`src/verilog/cvr_pkg.sv`:
```
// Constants, carrier types and register map of the cell-voltage result block.
// Function
// - 14-bit result sits in bits 15:2
// - Full code range equals 5 V input
// - Disabled, skipped channel keeps its stored data
// - Readback picks arithmetic or filtered result
// - One register per channel, consecutive addresses
package cvr_pkg;

	// ----------------------------------------------------------------
	// Channel geometry
	// ----------------------------------------------------------------
	localparam int CVR_NUM_CH   = 5;
	localparam int CVR_FIRST_CH = 7;
	localparam int CVR_RES_W    = 14;
	localparam int CVR_WORD_W   = 16;
	localparam int CVR_PAD_W    = 2;
	localparam int CVR_DATA_W   = 32;
	localparam int CVR_ADDR_W   = 12;
	localparam int CVR_IDX_W    = 8;
	localparam int CVR_CNT_W    = 16;

	// Full-scale input span of the result code, in millivolts.
	localparam int CVR_FULL_SCALE_MV = 5000;

	// ----------------------------------------------------------------
	// Register indices; the byte address is four times the index
	// ----------------------------------------------------------------
	localparam logic [7:0] CVR_IDX_CH7  = 8'h4D;
	localparam logic [7:0] CVR_IDX_CH8  = 8'h4E;
	localparam logic [7:0] CVR_IDX_CH9  = 8'h4F;
	localparam logic [7:0] CVR_IDX_CH10 = 8'h50;
	localparam logic [7:0] CVR_IDX_CH11 = 8'h51;
	localparam logic [7:0] CVR_IDX_CTRL = 8'h60;
	localparam logic [7:0] CVR_IDX_STAT = 8'h61;

	localparam logic [7:0] CVR_IDX_RES [CVR_NUM_CH] = '{
		CVR_IDX_CH7, CVR_IDX_CH8, CVR_IDX_CH9, CVR_IDX_CH10, CVR_IDX_CH11
	};

	// ----------------------------------------------------------------
	// Field positions and reset values
	// ----------------------------------------------------------------
	localparam int CVR_CTRL_EN_LSB   = 0;
	localparam int CVR_CTRL_SEL_BIT  = 8;
	localparam int CVR_STAT_UPD_LSB  = 0;
	localparam int CVR_STAT_NEW_LSB  = 8;
	localparam int CVR_STAT_CNT_LSB  = 16;
	localparam int CVR_LANE_EN       = 0;
	localparam int CVR_LANE_SEL      = 1;

	localparam logic [13:0] CVR_RES_RST  = 14'h0000;
	localparam logic [4:0]  CVR_EN_RST   = 5'h00;
	localparam logic        CVR_SEL_RST  = 1'b0;
	localparam logic [31:0] CVR_RD_ZERO  = 32'h00000000;
	localparam logic [15:0] CVR_CNT_RST  = 16'h0000;
	localparam logic [15:0] CVR_CNT_ONE  = 16'h0001;
	localparam logic [1:0]  CVR_PAD_ZERO = 2'h0;

	// ----------------------------------------------------------------
	// Carrier types
	// ----------------------------------------------------------------
	typedef struct packed {
		logic [CVR_RES_W-1:0] alu;
		logic [CVR_RES_W-1:0] iir;
	} cvr_meas_s;

	typedef struct packed {
		logic [CVR_DATA_W-1:0] prdata;
		logic                  pready;
		logic                  pslverr;
		logic [CVR_NUM_CH-1:0] enable;
		logic                  filt_sel;
		logic [CVR_NUM_CH-1:0] updated;
		logic [CVR_NUM_CH-1:0] fresh;
		logic [CVR_CNT_W-1:0]  scan_cnt;
	} cvr_top_state_s;

endpackage

```
`src/verilog/cvr_chan.sv`:
```
// Storage and readback formatting for one cell-voltage result channel.
`timescale 1ns/1ns

module cvr_chan (
	// Clock and reset
	input  wire logic                               i_clk,
	input  wire logic                               i_sys_rst,
	// Conversion capture
	input  wire logic                               i_capture,
	input  wire cvr_pkg::cvr_meas_s                 i_meas,
	// Readback
	input  wire logic                               i_filt_sel,
	output logic [cvr_pkg::CVR_WORD_W-1:0]          o_word
);

	// ----------------------------------------------------------------
	// State
	// ----------------------------------------------------------------
	cvr_pkg::cvr_meas_s state;
	cvr_pkg::cvr_meas_s next_state;

	// The channel only takes new data when the sequencer reports that it
	// was really converted in the scan that just ended; a skipped channel
	// keeps what it had, so software always sees the last true reading.
	always_comb begin
		next_state = state;
		if (i_capture) begin
			next_state = i_meas;
		end
	end

	always_ff @(posedge i_clk or posedge i_sys_rst) begin
		if (i_sys_rst) begin
			state.alu <= cvr_pkg::CVR_RES_RST;
			state.iir <= cvr_pkg::CVR_RES_RST;
		end else begin
			state <= next_state;
		end
	end

	// ----------------------------------------------------------------
	// Readback word
	// ----------------------------------------------------------------
	// The code is passed through unscaled: its full range already spans
	// the full-scale input, so left-justifying it keeps that meaning.
	always_comb begin
		if (i_filt_sel) begin
			o_word = {state.iir, cvr_pkg::CVR_PAD_ZERO};
		end else begin
			o_word = {state.alu, cvr_pkg::CVR_PAD_ZERO};
		end
	end

endmodule

```
`src/verilog/cvr_regs.sv`:
```
// APB register block holding the cell-voltage results of channels 7 to 11.
`timescale 1ns/1ns

module cvr_regs (
	// Clock and reset
	input  wire logic                                         i_clk,
	input  wire logic                                         i_sys_rst,
	// APB slave
	input  wire logic                                         i_psel,
	input  wire logic                                         i_penable,
	input  wire logic                                         i_pwrite,
	input  wire logic [cvr_pkg::CVR_ADDR_W-1:0]               i_paddr,
	input  wire logic [cvr_pkg::CVR_DATA_W-1:0]               i_pwdata,
	input  wire logic [3:0]                                   i_pstrb,
	output logic [cvr_pkg::CVR_DATA_W-1:0]                    o_prdata,
	output logic                                              o_pready,
	output logic                                              o_pslverr,
	// Scan sequencer side
	input  wire logic                                         i_scan_done,
	input  wire logic [cvr_pkg::CVR_NUM_CH-1:0]               i_scan_measured,
	input  wire cvr_pkg::cvr_meas_s [cvr_pkg::CVR_NUM_CH-1:0] i_meas,
	// Controls towards sequencer and filter
	output logic [cvr_pkg::CVR_NUM_CH-1:0]                    o_channel_measure_enable,
	output logic                                              o_filtered_readback_select
);

	// ----------------------------------------------------------------
	// Address decoding
	// ----------------------------------------------------------------
	// Returns the register index held in a byte address.
	function automatic logic [cvr_pkg::CVR_IDX_W-1:0] reg_index(
		input logic [cvr_pkg::CVR_ADDR_W-1:0] addr
	);
		reg_index = addr[cvr_pkg::CVR_IDX_W+1:2];
	endfunction

	// Returns a one-hot mask of the result register that an address hits.
	function automatic logic [cvr_pkg::CVR_NUM_CH-1:0] result_hit(
		input logic [cvr_pkg::CVR_ADDR_W-1:0] addr
	);
		logic [cvr_pkg::CVR_IDX_W-1:0] idx;
		idx = reg_index(addr);
		result_hit = '0;
		for (int ch = 0; ch < cvr_pkg::CVR_NUM_CH; ch++) begin
			if (idx == cvr_pkg::CVR_IDX_RES[ch]) begin
				result_hit[ch] = 1'b1;
			end
		end
	endfunction

	// ----------------------------------------------------------------
	// State
	// ----------------------------------------------------------------
	cvr_pkg::cvr_top_state_s state;
	cvr_pkg::cvr_top_state_s next_state;

	logic [cvr_pkg::CVR_WORD_W-1:0] chan_word [cvr_pkg::CVR_NUM_CH];
	logic [cvr_pkg::CVR_NUM_CH-1:0] capture;

	logic                           setup_phase;
	logic                           access_done;
	logic [cvr_pkg::CVR_NUM_CH-1:0] rd_hit;
	logic [cvr_pkg::CVR_IDX_W-1:0]  rd_idx;

	assign setup_phase = i_psel & ~i_penable;
	assign access_done = i_psel & i_penable & state.pready;
	assign rd_hit      = result_hit(i_paddr);
	assign rd_idx      = reg_index(i_paddr);

	// A channel captures only when the scan has ended and the sequencer
	// reports it converted; disabled channels are skipped upstream.
	assign capture = {cvr_pkg::CVR_NUM_CH{i_scan_done}} & i_scan_measured;

	// ----------------------------------------------------------------
	// Channel storage
	// ----------------------------------------------------------------
	for (genvar ch = 0; ch < cvr_pkg::CVR_NUM_CH; ch++) begin : g_chan
		cvr_chan u_chan (
			.i_clk      (i_clk),
			.i_sys_rst  (i_sys_rst),
			.i_capture  (capture[ch]),
			.i_meas     (i_meas[ch]),
			.i_filt_sel (state.filt_sel),
			.o_word     (chan_word[ch])
		);
	end

	// ----------------------------------------------------------------
	// Next-state logic
	// ----------------------------------------------------------------
	// Read data are latched at the setup edge so that prdata and pready
	// both leave flip-flops; the price is that a read returns the value
	// present in its setup cycle, one edge before completion.
	always_comb begin
		logic [cvr_pkg::CVR_DATA_W-1:0] rdata;
		logic                           err;
		rdata      = cvr_pkg::CVR_RD_ZERO;
		err        = 1'b0;
		next_state = state;

		// Bus answer: one wait-free access cycle after every setup.
		next_state.pready = setup_phase;

		if (|rd_hit) begin
			for (int ch = 0; ch < cvr_pkg::CVR_NUM_CH; ch++) begin
				if (rd_hit[ch]) begin
					rdata[cvr_pkg::CVR_WORD_W-1:0] = chan_word[ch];
				end
			end
		end else if (rd_idx == cvr_pkg::CVR_IDX_CTRL) begin
			rdata[cvr_pkg::CVR_CTRL_EN_LSB +: cvr_pkg::CVR_NUM_CH] = state.enable;
			rdata[cvr_pkg::CVR_CTRL_SEL_BIT]                      = state.filt_sel;
		end else if (rd_idx == cvr_pkg::CVR_IDX_STAT) begin
			rdata[cvr_pkg::CVR_STAT_UPD_LSB +: cvr_pkg::CVR_NUM_CH] = state.updated;
			rdata[cvr_pkg::CVR_STAT_NEW_LSB +: cvr_pkg::CVR_NUM_CH] = state.fresh;
			rdata[cvr_pkg::CVR_STAT_CNT_LSB +: cvr_pkg::CVR_CNT_W]  = state.scan_cnt;
		end else begin
			err = 1'b1;
		end

		if (setup_phase) begin
			next_state.prdata  = i_pwrite ? cvr_pkg::CVR_RD_ZERO : rdata;
			next_state.pslverr = err;
		end

		// Writes land only at the completing edge. Result and status
		// registers have no write path at all, so a write there is
		// accepted without error and changes nothing.
		if (access_done && i_pwrite && rd_idx == cvr_pkg::CVR_IDX_CTRL) begin
			if (i_pstrb[cvr_pkg::CVR_LANE_EN]) begin
				next_state.enable = i_pwdata[cvr_pkg::CVR_CTRL_EN_LSB +: cvr_pkg::CVR_NUM_CH];
			end
			if (i_pstrb[cvr_pkg::CVR_LANE_SEL]) begin
				next_state.filt_sel = i_pwdata[cvr_pkg::CVR_CTRL_SEL_BIT];
			end
		end

		// Fresh flags: a completed read clears the channel's flag, and a
		// capture in the same cycle sets it again so no result is missed.
		if (access_done && !i_pwrite) begin
			next_state.fresh = state.fresh & ~rd_hit;
		end
		next_state.fresh = next_state.fresh | capture;

		if (i_scan_done) begin
			next_state.updated  = i_scan_measured;
			next_state.scan_cnt = cvr_pkg::CVR_CNT_W'(state.scan_cnt + cvr_pkg::CVR_CNT_ONE);
		end
	end

	// ----------------------------------------------------------------
	// Registers
	// ----------------------------------------------------------------
	always_ff @(posedge i_clk or posedge i_sys_rst) begin
		if (i_sys_rst) begin
			state.prdata   <= cvr_pkg::CVR_RD_ZERO;
			state.pready   <= 1'b0;
			state.pslverr  <= 1'b0;
			state.enable   <= cvr_pkg::CVR_EN_RST;
			state.filt_sel <= cvr_pkg::CVR_SEL_RST;
			state.updated  <= cvr_pkg::CVR_EN_RST;
			state.fresh    <= cvr_pkg::CVR_EN_RST;
			state.scan_cnt <= cvr_pkg::CVR_CNT_RST;
		end else begin
			state <= next_state;
		end
	end

	// ----------------------------------------------------------------
	// Outputs
	// ----------------------------------------------------------------
	assign o_prdata                   = state.prdata;
	assign o_pready                   = state.pready;
	assign o_pslverr                  = state.pslverr;
	assign o_channel_measure_enable   = state.enable;
	assign o_filtered_readback_select = state.filt_sel;

endmodule

```
`config.mk`:
```
export PLATFORM = sky130hd
export DESIGN_NAME = cvr_regs
export DESIGN_NICKNAME = d
export VERILOG_FILES = /design/src/verilog/cvr_pkg.sv /design/src/verilog/cvr_chan.sv /design/src/verilog/cvr_regs.sv
export SDC_FILE = /design/constraint.sdc
export NUM_CORES = 1
export LEC_CHECK = 0
export ABC_CLOCK_PERIOD_IN_PS = 6300
export BUFFER_PORTS_ARGS = -buffer_cell sky130_fd_sc_hd__buf_2
export CORE_MARGIN = 1
export CORE_UTILIZATION = 25
export CTS_CLUSTER_DIAMETER = 40
export DETAILED_ROUTE_END_ITERATION = 8
export GPL_TIMING_DRIVEN = 0
export PLACE_DENSITY = 0.45
export SLEW_MARGIN = 5
export SYNTH_ARGS = -nofsm -noshare
export SYNTH_HDL_FRONTEND = slang
export SYNTH_SLANG_ARGS = --single-unit
export TNS_END_PERCENT = 1
```
`constraint.sdc`:
```
create_clock -name i_clk -period 6.3 [get_ports i_clk]
set_input_delay 0.315 -clock i_clk [delete_from_list [all_inputs] [get_ports i_clk]]
set_output_delay 0.315 -clock i_clk [all_outputs]
set_load 0.05 [all_outputs]
```
==> impl_metrics.tcl <==
set metrics [dict create \
    fp.dieArea_sq_um 38920 \
    routabilityCongestion 0.7894 \
    mappedNetlistArea_sq_um 9533 \
    cp.required_ns 6.68 \
    routed-via-count 6942 \
    final_period_minus_worst_setup_slack_ns 2.525 \
    rr_startpoint "o_filtered_readback_select" \
    status "finished clean" \
    final.fill_count 3808 \
    fraction_of_final_layout_cells_with_drive_strength_greater_than_1_pct 47.85 \
    area_delta_synth_final_pct 36.43 \
    synth.ff_latch_count 206 \
    min_path_cells 2 \
    synth_ff_type "sky130_fd_sc_hd__dfrtp_1" \
    crit_type "flip-flop to flip-flop" \
    setup.reg_to_reg.worst_slack_ns 3.77 \
    setup.worst_path.start_class "flip-flop" \
    timing.setup.tns_ns 0 \
    placed_area_sq_um 11260 \
    fmax_ghz 0.3960 \
    grt_first_pass_wirelength_um 45750 \
    rows 71 \
    ff_latch_area_sq_um 5155 \
    synth_sequential_area_ratio_pct 54.08 \
    hold_viol_final 0 \
    detailed_route_vias_per_instance 4.439 \
    clock_tree.root_cell "sky130_fd_sc_hd__clkbuf_16" \
    net_count_after_synthesis 938 \
    layout.cell_area.non_filler_sq_um 13010 \
    final_max_slew_viol_count 0 \
    hold-worst-slack_ns 0.02548 \
    share_of_synthesized_flip_flops_with_an_asynchronous_set_or_reset_pct 100.0 \
    layout.cells.most_common "sky130_fd_sc_hd__buf_2" \
    globalRoute.totalOverflow 0 \
    number_of_synthesized_flops_with_an_enable_pin 0 \
    power_per_cell_area_nw_per_um2 332.2 \
    routedWlPerCell_um 19.79 \
    ys_warn_count 0 \
    synth_area_per_cell_sq_um 12.92 \
    drtPass1Iterations 4 \
    post_synth_num_cell_types 48 \
    final_cell_mix "210 x sky130_fd_sc_hd__buf_2, 206 x sky130_fd_sc_hd__dfrtp_1, 158 x sky130_fd_sc_hd__mux2_2" \
    drt-initial-drc-count 236 \
    endpoint "o_prdata[6]" \
    rsz0062_at_grt "no" \
    initial_utilization_pct 25.37 \
    worstSkewPairLatency_ns 0.52 \
    cts-resized-gates 0 \
    reg2regPathDepth 7 \
    detail_route.drc_violations 0 \
    worst_setup_path_end_kind "flip-flop" \
    tritoncts "yes" \
    cts_num_sinks 206 \
    nNetsFinal 1215 \
    timing_worst_slew_pin_value_ns 0.9176 \
    timing.final.crit_share_pct 40.08 \
    netlist_instances 738 \
    multi_input_comb_area_sq_um 3882 \
    power.ir.vdd_worst_uv 219.1 \
    cts_buffers 41 \
    worst_r2r_endpoint "o_prdata[6]" \
    min_path_type "primary input to flip-flop" \
    floorplan.io_pins 239 \
    clock_transition_at_the_register_clock_pins_on_the_worst_setup_and_hold_paths_after_cts_ns 0.05 \
    post-route-util_pct 34.61 \
    route.antenna.remaining_nets 0 \
    worst_ep_arrival_time_ns 2.91 \
    clock_tree.buffer_depth 3 \
    initial_antenna_violation_count 14 \
    drv.max_cap_violation_count 0 \
    grt_start_max_net_pins 81 \
    setup_violations 0 \
    critical_path.max_fanout 10 \
    place.detailed.hpwl_um 23120 \
    cts_max_level 2 \
    chipWidth_um 197.3 \
    routed_wl_um 30950 \
    timing.max_slew.rel_slack_pct 38.82 \
    die_y_extent_um 197.3 \
    crit_start "o_filtered_readback_select" \
    number_of_global_route_vias_before_repair 7218 \
    fin_total_pwr_mw 4.321 \
    fin_skew_ns 0.01557 \
    port-buffer-count 204 \
    grt.total_usage_pct 16.18 \
    static-leakage-power_nw 5.841 \
    core_area_sq_um 37580 \
]
cell type report:
type | count | area share, %
inverter | 9 | 0.3175
multi-input combinational | 444 | 29.85
sequential | 206 | 39.63
antenna | 6 | 0.1154
timing repair buffer | 234 | 10.43
clock buffer | 59 | 9.428
tap | 511 | 4.916
buffer | 79 | 3.550
clock inverter | 16 | 1.760
routing by layer:
layer  GRT usage [%]  part of all wire, %  vias to the layer above
met2           24.47                   44                      223
met1           21.50                   45                     3405
met3           5.737                  7.8                       71
met5               0                 0.26                        -
li1                -                    -                     3229
met4           5.053                  2.5                       14
worst min-delay path by stage:
stage | startpoint | to | slack, ns
floorplan | state[15] | state[15] | 0.44
global placement | state[15] | state[15] | 0.46
detailed placement | i_sys_rst | o_channel_measure_enable[4] | 0.39
CTS | i_meas[58] | g_chan[2].u_chan.state[2] | 0.0002
global route | i_meas[118] | g_chan[4].u_chan.state[6] | 0.004
finish | i_meas[67] | g_chan[2].u_chan.state[11] | 0.03
power by group:
part / internal, mW / switching (mW)
Clock: 1.55 / 0.730
Combinational: 0.243 / 0.209
Sequential: 1.49 / 0.0982
Yosys cell counts, types with 3 or more instances:
master / instances / area, sq um
sky130_fd_sc_hd__a31oi_1: 6 / 37.54
sky130_fd_sc_hd__nand2_1: 43 / 161.4
sky130_fd_sc_hd__a22o_1: 16 / 140.1
sky130_fd_sc_hd__and3_1: 8 / 50.05
sky130_fd_sc_hd__a21oi_1: 14 / 70.07
sky130_fd_sc_hd__nor2_1: 15 / 56.30
sky130_fd_sc_hd__o31ai_1: 3 / 22.52
sky130_fd_sc_hd__xor2_1: 5 / 43.79
sky130_fd_sc_hd__nor3_1: 8 / 40.04
sky130_fd_sc_hd__clkbuf_1: 29 / 108.9
sky130_fd_sc_hd__mux2i_1: 25 / 250.2
sky130_fd_sc_hd__nor2b_1: 8 / 50.05
sky130_fd_sc_hd__dfrtp_1: 206 / 5155
sky130_fd_sc_hd__mux4_2: 15 / 337.8
sky130_fd_sc_hd__buf_2: 6 / 30.03
sky130_fd_sc_hd__buf_4: 42 / 315.3
sky130_fd_sc_hd__inv_1: 9 / 33.78
sky130_fd_sc_hd__a2bb2oi_1: 3 / 26.28
sky130_fd_sc_hd__nand4_1: 8 / 50.05
sky130_fd_sc_hd__a211oi_1: 20 / 150.1
sky130_fd_sc_hd__xnor2_1: 10 / 87.58
sky130_fd_sc_hd__mux2_2: 158 / 1779
sky130_fd_sc_hd__o21ai_0: 29 / 145.1
sky130_fd_sc_hd__a21o_1: 5 / 37.54
sky130_fd_sc_hd__nand3_1: 13 / 65.06
sky130_fd_sc_hd__nand2b_1: 4 / 25.02
through the flow:
step,setup WS [ns],std cells
after floorplan,0.3609,738
after global placement,-2.697,1453
after detailed placement,3.632,1455
after CTS,3.673,1558
after global routing,3.565,1561
final,3.775,1564
cell families (layout without fill, tap and decap cells):
group,count (synthesis),count (layout),share of synthesized area [%]
flip-flops,206,206,54.08
other,0,6,0
XOR/XNOR,15,15,1.378
AO/OA/AOI/OAI,110,110,7.849
AND/OR/NAND/NOR,120,120,6.536
adder cells (fa/ha/maj),1,1,0.1312
multiplexers,198,198,24.83
buffers and inverters,88,397,5.197
registers in the layout (all words and copies together), names as in the netlist:
signal	count
o_pready	1
o_prdata	32
o_channel_measure_enable	5
g_chan.u_chan.state	140
state	26
o_pslverr	1
o_filtered_readback_select	1
critical path, cell delays in order (launching register included):
cell and delay (ns):
sky130_fd_sc_hd__dfrtp_1 0.35, sky130_fd_sc_hd__buf_4 0.24, sky130_fd_sc_hd__buf_1 0.62, sky130_fd_sc_hd__nor2b_1 0.11, sky130_fd_sc_hd__a211oi_1 0.42, sky130_fd_sc_hd__nor3_1 0.13
sky130_fd_sc_hd__a211oi_1 0.37, sky130_fd_sc_hd__o21ai_0 0.15
timing repair:
action	CTS	global route
endpoints found under the hold margin	92	0
setup buffers	0	0
hold buffers	28	0
endpoints found under the setup margin	0	0
No activity file was read; power rests on OpenSTA's default activity.
